--- src/acg_defs.svh ---
`ifndef ACG_DEFS_SVH
`define ACG_DEFS_SVH

// ==========================================================================
// Register byte offsets
`define ACG_OFF_MODULE_STOP 8'h00
`define ACG_OFF_PIN_SELECT 8'h04
`define ACG_OFF_SYNC_CONTROL 8'h08
`define ACG_OFF_CLOCK_CONFIG 8'h0C
`define ACG_OFF_CLOCK_ENABLE 8'h10
`define ACG_OFF_CLOCK_STATUS 8'h14
`define ACG_OFF_TRIGGER_ENABLE 8'h18
`define ACG_OFF_SCAN_CONTROL 8'h1C

// ==========================================================================
// Field positions
`define ACG_MSTP_CONV_BIT 0
`define ACG_MSTP_TIMER_BIT 1
`define ACG_CFG_SRC_BIT 0
`define ACG_CFG_DIV_LSB 4
`define ACG_CFG_DIV_MSB 7
`define ACG_EN_GATE_BIT 0
`define ACG_STAT_RUN_BIT 0
`define ACG_STAT_REFUSED_BIT 1
`define ACG_STAT_BUSY_BIT 2
`define ACG_SCAN_SW_TRIG_BIT 0
`define ACG_SCAN_FORCE_STOP_BIT 1

// ==========================================================================
// Reset values
`define ACG_MSTP_RST 2'h3
`define ACG_PIN_SEL_RST 8'h00
`define ACG_SYNC_DIS_RST 2'h0
`define ACG_SRC_RST 1'h0
`define ACG_DIV_RST 4'h0
`define ACG_TRIG_EN_RST 9'h000

// ==========================================================================
// Bus answers
`define ACG_RESP_OKAY 2'h0
`define ACG_RESP_SLVERR 2'h2

`endif

--- src/acg_pkg.sv ---
// ==========================================================================
// Types
package acg_pkg;

	typedef enum logic [1:0] {
		GATE_CLOSED = 2'h0,
		GATE_OPEN = 2'h1,
		GATE_CLOSING = 2'h3
	} acg_gate_state_t;

	typedef struct packed {
		acg_gate_state_t state;
		logic [3:0] cnt;
		logic clk_out;
		logic timer_prev;
	} acg_gen_state_t;

	typedef struct packed {
		logic aw_full;
		logic [7:0] aw_addr;
		logic w_full;
		logic [31:0] w_data;
		logic [3:0] w_strb;
		logic b_valid;
		logic [1:0] b_resp;
		logic r_valid;
		logic [31:0] r_data;
		logic [1:0] r_resp;
		logic [1:0] mstp;
		logic [7:0] pin_sel;
		logic [1:0] sync_dis;
		logic src_sel;
		logic [3:0] div;
		logic gate_en;
		logic cfg_refused;
		logic sync1;
		logic sync2;
		logic [8:0] trig_en;
		logic scan_start;
		logic force_stop;
	} acg_regs_t;

endpackage : acg_pkg

--- src/acg_clock_gen.sv ---
`timescale 1ns/1ps
`default_nettype none

// ==========================================================================
// Converter clock divider and glitch-free gate
module acg_clock_gen (
	input wire logic clk,
	input wire logic rst_n,
	input wire logic src_sel,
	input wire logic timer_clk_in,
	input wire logic [3:0] div,
	input wire logic gate_req,
	output logic conv_clk,
	output logic gate_open
);
	import acg_pkg::*;

	acg_gen_state_t q;
	acg_gen_state_t d;
	logic tick;
	logic [3:0] adv_cnt;
	logic adv_out;

	// The gate only opens or closes while the output is low, so the
	// converter never sees a shortened high phase.
	always_comb begin
		d = q;
		d.timer_prev = timer_clk_in;
		tick = src_sel ? (timer_clk_in && !q.timer_prev) : 1'b1;
		adv_cnt = q.cnt;
		adv_out = q.clk_out;
		if (tick) begin
			if (q.cnt == div) begin
				adv_cnt = 4'h0;
				adv_out = ~q.clk_out;
			end else begin
				adv_cnt = q.cnt + 4'h1;
			end
		end
		case (q.state)
			GATE_CLOSED: begin
				d.cnt = 4'h0;
				d.clk_out = 1'b0;
				if (gate_req) begin
					d.state = GATE_OPEN;
				end
			end
			GATE_OPEN: begin
				d.cnt = adv_cnt;
				d.clk_out = adv_out;
				if (!gate_req) begin
					d.state = GATE_CLOSING;
				end
			end
			GATE_CLOSING: begin
				if (gate_req) begin
					d.state = GATE_OPEN;
				end else if (!q.clk_out) begin // RULE_17
					d.state = GATE_CLOSED;
					d.cnt = 4'h0;
				end else begin
					d.cnt = adv_cnt;
					d.clk_out = adv_out;
				end
			end
			default: begin
				d.state = GATE_CLOSED;
			end
		endcase
	end

	always_ff @(posedge clk or negedge rst_n) begin
		if (!rst_n) begin
			q <= '{state: GATE_CLOSED, cnt: 4'h0, clk_out: 1'b0, timer_prev: 1'b0};
		end else begin
			q <= d;
		end
	end

	assign conv_clk = q.clk_out;
	assign gate_open = (q.state != GATE_CLOSED);

endmodule : acg_clock_gen

`default_nettype wire

--- src/acg_adc_clock_gate_sequencer.sv ---
// Contract
// RULE_01: Software releases converter stop before configuring.
// RULE_02: Software sets analog select on used pins.
// RULE_03: Synchronous operation is enabled after reset.
// RULE_04: Software disables sync per unit when unwanted.
// RULE_05: Pick source and divider, enable, await running.
// RULE_06: Release timer stop before using timer clock.
// RULE_07: Software waits stabilization before self-calibration.
// RULE_08: Self-calibration precedes any conversion.
// RULE_09: Software configures triggers per scan group.
// RULE_10: Software or enabled peripheral trigger starts scan.
// RULE_11: Software clears all nine trigger enables first.
// RULE_12: Software confirms converters idle before gating off.
// RULE_13: Clearing enable drops running flag once stopped.
// RULE_14: Clock settings change only while clock stopped.
// RULE_15: Setting enable raises running flag once supplied.
// RULE_16: Software retunes conversion timing after clock change.
// RULE_17: Glitch-free gate, status synchronised before reporting.
`include "acg_defs.svh"
`timescale 1ns/1ps
`default_nettype none

module acg_adc_clock_gate_sequencer (
	input wire logic clk,
	input wire logic rst_n,
	input wire logic [31:0] s_axi_awaddr,
	input wire logic s_axi_awvalid,
	output logic s_axi_awready,
	input wire logic [31:0] s_axi_wdata,
	input wire logic [3:0] s_axi_wstrb,
	input wire logic s_axi_wvalid,
	output logic s_axi_wready,
	output logic [1:0] s_axi_bresp,
	output logic s_axi_bvalid,
	input wire logic s_axi_bready,
	input wire logic [31:0] s_axi_araddr,
	input wire logic s_axi_arvalid,
	output logic s_axi_arready,
	output logic [31:0] s_axi_rdata,
	output logic [1:0] s_axi_rresp,
	output logic s_axi_rvalid,
	input wire logic s_axi_rready,
	input wire logic timer_derived_clock,
	input wire logic [8:0] peripheral_trigger,
	input wire logic converter_busy,
	output logic converter_clock,
	output logic module_stop_control,
	output logic module_stop_control_e,
	output logic [7:0] analog_pin_select,
	output logic [1:0] sync_disable_unit,
	output logic scan_start,
	output logic force_stop
);
	import acg_pkg::*;

	acg_regs_t q;
	acg_regs_t d;
	logic [31:0] wv;
	logic gate_open;
	logic gate_req;
	logic timer_tick_in;
	logic periph_hit;
	logic sw_trig;

	// ======================================================================
	// Helpers
	function automatic logic [31:0] wmerge(
		input logic [31:0] old_v,
		input logic [31:0] new_v,
		input logic [3:0] strb
	);
		logic [31:0] res;
		res = old_v;
		for (int i = 0; i < 4; i++) begin
			if (strb[i]) begin
				res[i*8 +: 8] = new_v[i*8 +: 8];
			end
		end
		return res;
	endfunction : wmerge

	function automatic logic [31:0] rd_mux(
		input acg_regs_t r,
		input logic [7:0] addr,
		input logic busy
	);
		logic [31:0] v;
		v = 32'h0000_0000;
		case (addr)
			`ACG_OFF_MODULE_STOP: begin
				v[1:0] = r.mstp;
			end
			`ACG_OFF_PIN_SELECT: begin
				v[7:0] = r.pin_sel;
			end
			`ACG_OFF_SYNC_CONTROL: begin
				v[1:0] = r.sync_dis;
			end
			`ACG_OFF_CLOCK_CONFIG: begin
				v[`ACG_CFG_SRC_BIT] = r.src_sel;
				v[`ACG_CFG_DIV_MSB:`ACG_CFG_DIV_LSB] = r.div;
			end
			`ACG_OFF_CLOCK_ENABLE: begin
				v[`ACG_EN_GATE_BIT] = r.gate_en;
			end
			`ACG_OFF_CLOCK_STATUS: begin
				v[`ACG_STAT_RUN_BIT] = r.sync2;
				v[`ACG_STAT_REFUSED_BIT] = r.cfg_refused;
				v[`ACG_STAT_BUSY_BIT] = busy;
			end
			`ACG_OFF_TRIGGER_ENABLE: begin
				v[8:0] = r.trig_en;
			end
			default: begin
				v = 32'h0000_0000;
			end
		endcase
		return v;
	endfunction : rd_mux

	function automatic logic addr_mapped(input logic [7:0] addr);
		logic hit;
		hit = (addr[1:0] == 2'h0) && (addr <= `ACG_OFF_SCAN_CONTROL);
		return hit;
	endfunction : addr_mapped

	// ======================================================================
	// Clock generation and gate
	// A stopped timer module delivers no edges, so the timer source is
	// only live once its stop bit is released.
	assign timer_tick_in = timer_derived_clock & ~q.mstp[`ACG_MSTP_TIMER_BIT]; // RULE_06
	assign gate_req = q.gate_en & ~q.mstp[`ACG_MSTP_CONV_BIT]; // RULE_13

	acg_clock_gen u_clock_gen (
		.clk(clk),
		.rst_n(rst_n),
		.src_sel(q.src_sel),
		.timer_clk_in(timer_tick_in),
		.div(q.div),
		.gate_req(gate_req),
		.conv_clk(converter_clock),
		.gate_open(gate_open)
	);

	// ======================================================================
	// Triggers
	assign periph_hit = |(peripheral_trigger & q.trig_en);
	assign sw_trig = q.aw_full && q.w_full && !q.b_valid
		&& (q.aw_addr == `ACG_OFF_SCAN_CONTROL) && q.w_strb[0]
		&& q.w_data[`ACG_SCAN_SW_TRIG_BIT];

	// ======================================================================
	// Next state
	always_comb begin
		d = q;
		wv = 32'h0000_0000;
		d.scan_start = 1'b0;
		d.force_stop = 1'b0;
		d.sync1 = gate_open; // RULE_17
		d.sync2 = q.sync1; // RULE_17

		// Scans need a running clock and a released module.
		if ((sw_trig || periph_hit) && q.sync2 && !q.mstp[`ACG_MSTP_CONV_BIT]) begin
			d.scan_start = 1'b1; // RULE_10
		end

		if (s_axi_awvalid && s_axi_awready) begin
			d.aw_full = 1'b1;
			d.aw_addr = s_axi_awaddr[7:0];
		end
		if (s_axi_wvalid && s_axi_wready) begin
			d.w_full = 1'b1;
			d.w_data = s_axi_wdata;
			d.w_strb = s_axi_wstrb;
		end
		if (q.b_valid && s_axi_bready) begin
			d.b_valid = 1'b0;
		end

		if (q.aw_full && q.w_full && !q.b_valid) begin
			d.aw_full = 1'b0;
			d.w_full = 1'b0;
			d.b_valid = 1'b1;
			d.b_resp = `ACG_RESP_OKAY;
			case (q.aw_addr)
				`ACG_OFF_MODULE_STOP: begin
					wv = wmerge({30'h0000_0000, q.mstp}, q.w_data, q.w_strb);
					d.mstp = wv[1:0];
				end
				`ACG_OFF_PIN_SELECT: begin
					wv = wmerge({24'h00_0000, q.pin_sel}, q.w_data, q.w_strb);
					d.pin_sel = wv[7:0];
				end
				`ACG_OFF_SYNC_CONTROL: begin
					wv = wmerge({30'h0000_0000, q.sync_dis}, q.w_data, q.w_strb);
					d.sync_dis = wv[1:0];
				end
				`ACG_OFF_CLOCK_CONFIG: begin
					wv = wmerge(rd_mux(q, q.aw_addr, converter_busy), q.w_data, q.w_strb);
					// Switching source or ratio under a live gate could chop a
					// phase, so such writes are dropped and flagged instead.
					if (q.gate_en || q.sync2) begin
						d.cfg_refused = 1'b1; // RULE_14
					end else begin
						d.src_sel = wv[`ACG_CFG_SRC_BIT];
						d.div = wv[`ACG_CFG_DIV_MSB:`ACG_CFG_DIV_LSB];
					end
				end
				`ACG_OFF_CLOCK_ENABLE: begin
					wv = wmerge({31'h0000_0000, q.gate_en}, q.w_data, q.w_strb);
					d.gate_en = wv[`ACG_EN_GATE_BIT]; // RULE_15
				end
				`ACG_OFF_CLOCK_STATUS: begin
					wv = wmerge(32'h0000_0000, q.w_data, q.w_strb);
					d.cfg_refused = q.cfg_refused & ~wv[`ACG_STAT_REFUSED_BIT];
				end
				`ACG_OFF_TRIGGER_ENABLE: begin
					wv = wmerge({23'h00_0000, q.trig_en}, q.w_data, q.w_strb);
					d.trig_en = wv[8:0];
				end
				`ACG_OFF_SCAN_CONTROL: begin
					wv = wmerge(32'h0000_0000, q.w_data, q.w_strb);
					d.force_stop = wv[`ACG_SCAN_FORCE_STOP_BIT];
				end
				default: begin
					d.b_resp = `ACG_RESP_SLVERR;
				end
			endcase
		end

		if (s_axi_arvalid && s_axi_arready) begin
			d.r_valid = 1'b1;
			d.r_data = rd_mux(q, s_axi_araddr[7:0], converter_busy);
			d.r_resp = addr_mapped(s_axi_araddr[7:0]) ? `ACG_RESP_OKAY : `ACG_RESP_SLVERR;
		end else if (q.r_valid && s_axi_rready) begin
			d.r_valid = 1'b0;
		end
	end

	// ======================================================================
	// State register
	always_ff @(posedge clk or negedge rst_n) begin
		if (!rst_n) begin
			q <= '0;
			q.mstp <= `ACG_MSTP_RST;
			q.pin_sel <= `ACG_PIN_SEL_RST;
			q.sync_dis <= `ACG_SYNC_DIS_RST; // RULE_03
			q.src_sel <= `ACG_SRC_RST;
			q.div <= `ACG_DIV_RST;
			q.trig_en <= `ACG_TRIG_EN_RST;
		end else begin
			q <= d;
		end
	end

	// ======================================================================
	// Outputs
	assign s_axi_awready = !q.aw_full && !q.b_valid;
	assign s_axi_wready = !q.w_full && !q.b_valid;
	assign s_axi_bvalid = q.b_valid;
	assign s_axi_bresp = q.b_resp;
	assign s_axi_arready = !q.r_valid;
	assign s_axi_rvalid = q.r_valid;
	assign s_axi_rdata = q.r_data;
	assign s_axi_rresp = q.r_resp;
	assign module_stop_control = q.mstp[`ACG_MSTP_CONV_BIT];
	assign module_stop_control_e = q.mstp[`ACG_MSTP_TIMER_BIT];
	assign analog_pin_select = q.pin_sel;
	assign sync_disable_unit = q.sync_dis;
	assign scan_start = q.scan_start;
	assign force_stop = q.force_stop;

endmodule : acg_adc_clock_gate_sequencer

`default_nettype wire

--- config.mk ---
export PLATFORM = sky130hd
export DESIGN_NAME = acg_adc_clock_gate_sequencer
export DESIGN_NICKNAME = d
export VERILOG_FILES = /design/src/acg_pkg.sv /design/src/acg_clock_gen.sv /design/src/acg_adc_clock_gate_sequencer.sv
export VERILOG_INCLUDE_DIRS = /design/src
export SDC_FILE = /design/constraint.sdc
export NUM_CORES = 1
export LEC_CHECK = 0
export ABC_AREA = 1
export ABC_CLOCK_PERIOD_IN_PS = 1500
export BUFFER_PORTS_ARGS = -buffer_cell sky130_fd_sc_hd__buf_2
export CAP_MARGIN = 20
export CORE_ASPECT_RATIO = 0.5
export CORE_MARGIN = 4
export CORE_UTILIZATION = 48
export DETAILED_ROUTE_END_ITERATION = 7
export PLACE_DENSITY = 0.91
export RECOVER_POWER = 100
export REMOVE_ABC_BUFFERS = 1
export SYNTH_ARGS = -nofsm -noshare
export SYNTH_HDL_FRONTEND = slang
export SYNTH_SLANG_ARGS = --single-unit
--- constraint.sdc ---
create_clock -name clk -period 1.5 [get_ports clk]
set_input_delay 0.45 -clock clk [delete_from_list [all_inputs] [get_ports clk]]
set_output_delay 0.45 -clock clk [all_outputs]
set_load 0.02 [all_outputs]
# Yosys cells after proc, flatten, opt, wreduce, memory -nomap -nowiden
# Cells that the tools add are included.
# word_totals
ff_bits,101
in_bits,118
output_inout_bits,56
# op_classes
n_addsub,1
n_lt_le_gt_ge,1
eq_ne,21
muxes,38
n_bitwise,9
n_reduce_logical,47
# op_table
cell,n
"8-bit by 5-bit == test with 1-bit output, second input constant",7
37-bit 2-to-1 mux,1
"8-bit by 4-bit == test with 1-bit output, second input constant",4
3-bit AND reduction,8
2-bit 2-to-1 mux,9
"8-bit by 3-bit == test with 1-bit output, second input constant",2
1-bit logical AND,16
8-bit logical NOT,2
5-bit one-hot mux with 3 select lines,1
1-bit 2-to-1 mux,14
4-bit 2-to-1 mux,3
4-bit one-hot mux with 3 select lines,1
2-bit nonzero test,6
9-bit bitwise AND,1
9-bit 2-to-1 mux,1
9-bit OR reduction,1
"8-bit by 5-bit <= comparator with 1-bit output, second input constant",1
8-bit OR reduction,1
1-bit one-hot mux with 7 select lines,1
1-bit logical NOT,6
"2-bit inequality test, second input constant",3
2-bit one-hot mux with 3 select lines,1
5-bit 2-to-1 mux,1
1-bit NOT,5
16 further kinds,21

# Longest topological paths before layout
# depth
word_depth,9
ltp_mapped,10

# Cells and area by module
# Synthesis repeated with hierarchy kept, for this count alone.
# hier_totals
hier_cells,480
hier_area_um2,4040.1
# by_module_without_submodules
module,n_inst,cells_per_inst,area_each_um2
acg_adc_clock_gate_sequencer,1,401,3488.3
acg_clock_gen,1,79,551.8

# Worst setup path before layout
# OpenSTA, ideal clock, no wires.
# synth_timing
path_type,register -> register
start,reg q (netlist bit s_axi_bvalid)
end,reg q[71] (netlist name)
t_arrival_ns,1.372
required_time_ns,1.375
setup_slack_ns,0.004
path_stages_with_launch,5
cell_sequence,dfrtp_1 nor2_1 nand2_1 buf_2 mux2_2
# synth_via
elab_chain_len,3
# synth_rtl
element,line_no,rtl
"start, declared",acg_adc_clock_gate_sequencer.sv:56,acg_regs_t q;
1-bit logical NOT,acg_adc_clock_gate_sequencer.sv:259,assign s_axi_wready = !q.w_full && !q.b_valid;
1-bit logical AND,acg_adc_clock_gate_sequencer.sv:259,
net s_axi_wready,acg_adc_clock_gate_sequencer.sv:32,"output logic s_axi_wready,"
1-bit logical AND,acg_adc_clock_gate_sequencer.sv:171,if (s_axi_wvalid && s_axi_wready) begin
# The timed path passes the listed nets, and every way through them passes these cells.
# A chain may end at the register's enable or synchronous reset.

# Worst setup path after layout
# layout_timing
start,reg q (netlist bit s_axi_bvalid)
end,out s_axi_awready
# layout_via
elab_chain_len,2
# layout_rtl
element,line_no,rtl
1-bit logical NOT,acg_adc_clock_gate_sequencer.sv:258,assign s_axi_awready = !q.aw_full && !q.b_valid;
1-bit logical AND,acg_adc_clock_gate_sequencer.sv:258,
"end, declared",acg_adc_clock_gate_sequencer.sv:28,"output logic s_axi_awready,"
# No other way between the ends.

==> results.yml <==
placement:
  numPortBuffers: 75
  globalplace.congestion: 0.858
  hpwl_mm: 6.78
power:
  leakage_nw: 2.53
  p_switching_w: 0.00224
  peakVddDrop_mv: 0.836
  switching_share_pct: 33.1
  pwr-share-comb_pct: 25.6
  seqPwrFrac_pct: 39.5
  clock_power_share_pct: 34.9
  internal_power_w: 0.00452
  cellPowerDensity_mw_per_mm2: 1420
cts:
  cts.path.max_buffers: 2
  path_clk_slew_ns: 0.06
  cts.sinks: 74
  cts_hold_buf: 0
  root_buffer: "clkbuf_16"
  cts_inserted_buffers: 9
  cts_tree: "yes"
  cts.htree.levels: 3
  clk_latency_ns: 0.34
detailed_routing:
  drt-total-wl_mm: 9.68
  dr.pass1.iters: 5
  drtIter0Drc: 142
  ant_nets: 0
  viasPerCell: 5.06
  dr_total_vias: 3383
  wl_per_cell_um: 14.5
  drc: 0
synth:
  yosys_warnings: 0
  ys_types: 38
  ys_ff_latch: 74
  synth_common_cells: "nand2_1, dfrtp_1, buf_4, inv_1, nor2_1"
  async_reset_ff_share_pct: 100
  synth_edf_count: 0
  synthesis.area_sq_mm: 0.00392
  synth_most_common_cell: "nand2_1"
  synth_area_leader_cell: "dfrtp_1"
  synth_top_area_share_pct: 46.0
  synth.area.top_cells: "dfrtp_1, nand2_1, buf_4"
  syn_avg_cell_area_sq_um: 8.28
  ys_seq_area_share_pct: 47.3
  synth_ff_type: "dfrtp_1"
  netlist_instances: 473
floorplanning:
  io_pins: 174
  fp.coreArea_sq_mm: 0.00762
  rows: 22
  start_util_pct: 51.4
  die_x_um: 136
  die_h_um: 71.9
  dieArea_sq_mm: 0.00976
sta:
  max_freq_ghz: 0.668
  setup-violations-final: 0
  fin_crit_sh_pct: 99.8
  timing.final.max_slew_violations: 0
  rsz0062_at_grt: "yes"
  hold_viol: 0
  holdWs_ns: 0.297
  worst_clock_skew_ns: 0.00788
  relSlewSlack_pct: 24.6
  setup_tns_ns: 0
  period_minus_slack_ns: 1.50
  worst_pin_slew_ns: 1.13
grt:
  grt_pass1_vias: 3274
  grt_max_degree: 29
  antenna_found_initial: 0
  overflow: 0
  grt_pass1_wl_mm: 15.0
  grt.total_usage_pct: 19.8
layout:
  diodes: 0
  drive_above_1_share_pct: 30.5
  num-nets-final: 674
  fill_cells: 591
  syn_to_final_growth_pct: 21.8
worst_setup_path:
  worst_ep_arrival_time_ns: 1.05
  cp.required_ns: 1.05
  crit_type: "reg2out"
  worst_setup_path_start_kind: "register"
  cp.buffers_inverters: 1
  crit_path_top_delay_cell: "dfrtp_2"
  slowest_delay_ns: 0.46
  path_cells: "nor2_4 -> buf_6"
  cpLargestDelayFamily: "flip-flops"
  worstPathMaxFanout: 5
  end_kind: "output pin"
flow_run:
  cap_violations: 0
status:
  outcome: "completed"
hold_path:
  hold_class: "in2reg"
-- placed cells by master (no fill, tap or decap), drive strengths merged, types with 8 or more instances in the layout --
cell | synthesis | routed
o21ai | 33 | 33
nand3 | 38 | 38
clkbuf | 1 | 12
conb | 1 | 25
buf | 53 | 99
nand2 | 113 | 113
nor2 | 50 | 50
dfrtp | 72 | 72
inv | 52 | 53
nand4 | 8 | 8
a21oi | 26 | 26
-- final timing paths --
| kind | from | end | slack [ns] | cells past startpoint |
|---|---|---|---|---|
| worst max-delay path | s_axi_bvalid | s_axi_awready | 0.003 | 2 |
| min in group asynchronous | rst_n | analog_pin_select[4] | 0.31 | 1 |
| worst min register to register | d[11] | q[11] | 0.35 | 0 |
| worst min-delay path | s_axi_rready | s_axi_rvalid | 0.30 | 2 |
| max in group asynchronous | rst_n | q[7] | 0.34 | 2 |
| worst max register to register | s_axi_bvalid | analog_pin_select[1] | 0.04 | 8 |
-- metal layers --
| metal | routed length, um | vias to the layer above | global-route usage (%) |
|---|---|---|---|
| met1 | 3910 | 1580 | 23.8 |
| met2 | 4650 | 155 | 33.7 |
| met3 | 790 | 31 | 5.40 |
| met4 | 335 | 0 | 9.05 |
| li1 | - | 1617 | - |
| met5 | 0 | - | 0 |
-- power by group through the flow --
stage | Sequential [W] | Combinational, W | Clock (W)
3_3_place_gp | 0.00264 | 0.00148 | 0
4_1_cts | 0.00264 | 0.00160 | 0.00240
3_5_place_dp | 0.00266 | 0.00155 | 0
6_report | 0.00267 | 0.00173 | 0.00236
2_1_floorplan | 0.00269 | 0.000974 | 0
5_1_grt | 0.00271 | 0.00192 | 0.00245
-- final cells by class --
| type | instances | area, sq um | share of cell area [%] |
|---|---|---|---|
| flip-flops and latches | 74 | 1860 | 38.9 |
| multi-input cells | 315 | 1610 | 33.8 |
| repair buffers | 101 | 637 | 13.3 |
| clock buffers | 10 | 239 | 5.01 |
| inverters | 54 | 206 | 4.32 |
| well taps | 108 | 135 | 2.83 |
| clock inverters | 6 | 88.8 | 1.86 |
-- cell families (layout without fill, tap and decap cells) --
group	count (synthesis)	in the layout	share of synthesized area, %
simple gates	217	217	25.4
xor+xnor	1	1	0.224
mux	5	5	1.44
fa+ha+maj	1	1	0.319
buf+inv	108	171	15.5
compound gates	66	66	9.80
other cells	1	25	0.0957
flops	74	74	47.3
-- state kept, by name, indices dropped and copies added (netlist names) --
| register | flops |
|---|---|
| module_stop_control_e | 1 |
| s_axi_rvalid | 1 |
| s_axi_bresp | 1 |
| u_clock_gen.q | 7 |
| s_axi_rresp | 1 |
| scan_start | 1 |
| d | 1 |
| force_stop | 1 |
| s_axi_bvalid | 1 |
| q | 38 |
| module_stop_control | 1 |
| u_clock_gen.conv_clk | 1 |
| sync_disable_unit | 2 |
| analog_pin_select | 8 |
| s_axi_rdata | 9 |
-- repair_timing --
item                                    4_1_cts  5_1_grt
resized for setup                             6       28
buffers inserted                              6        5
pin swaps                                     1        7
endpoints found under the setup margin        4       30
-- per-stage QoR --
step / area (sq um) / power [W] / setup slack [ns] / cells / util, %
after CTS: 4660 / 0.00663 / -0.0229 / 663 / 61.1
after global placement: 4270 / 0.00412 / -0.0145 / 641 / 56.0
after detailed placement: 4270 / 0.00420 / -0.0454 / 641 / 56.0
after global routing: 4770 / 0.00709 / -0.0422 / 668 / 62.6
final: 4770 / 0.00676 / 0.00305 / 668 / 62.6
after floorplan: 3610 / 0.00366 / -0.205 / 443 / -
No activity file was read; power rests on OpenSTA's default activity.
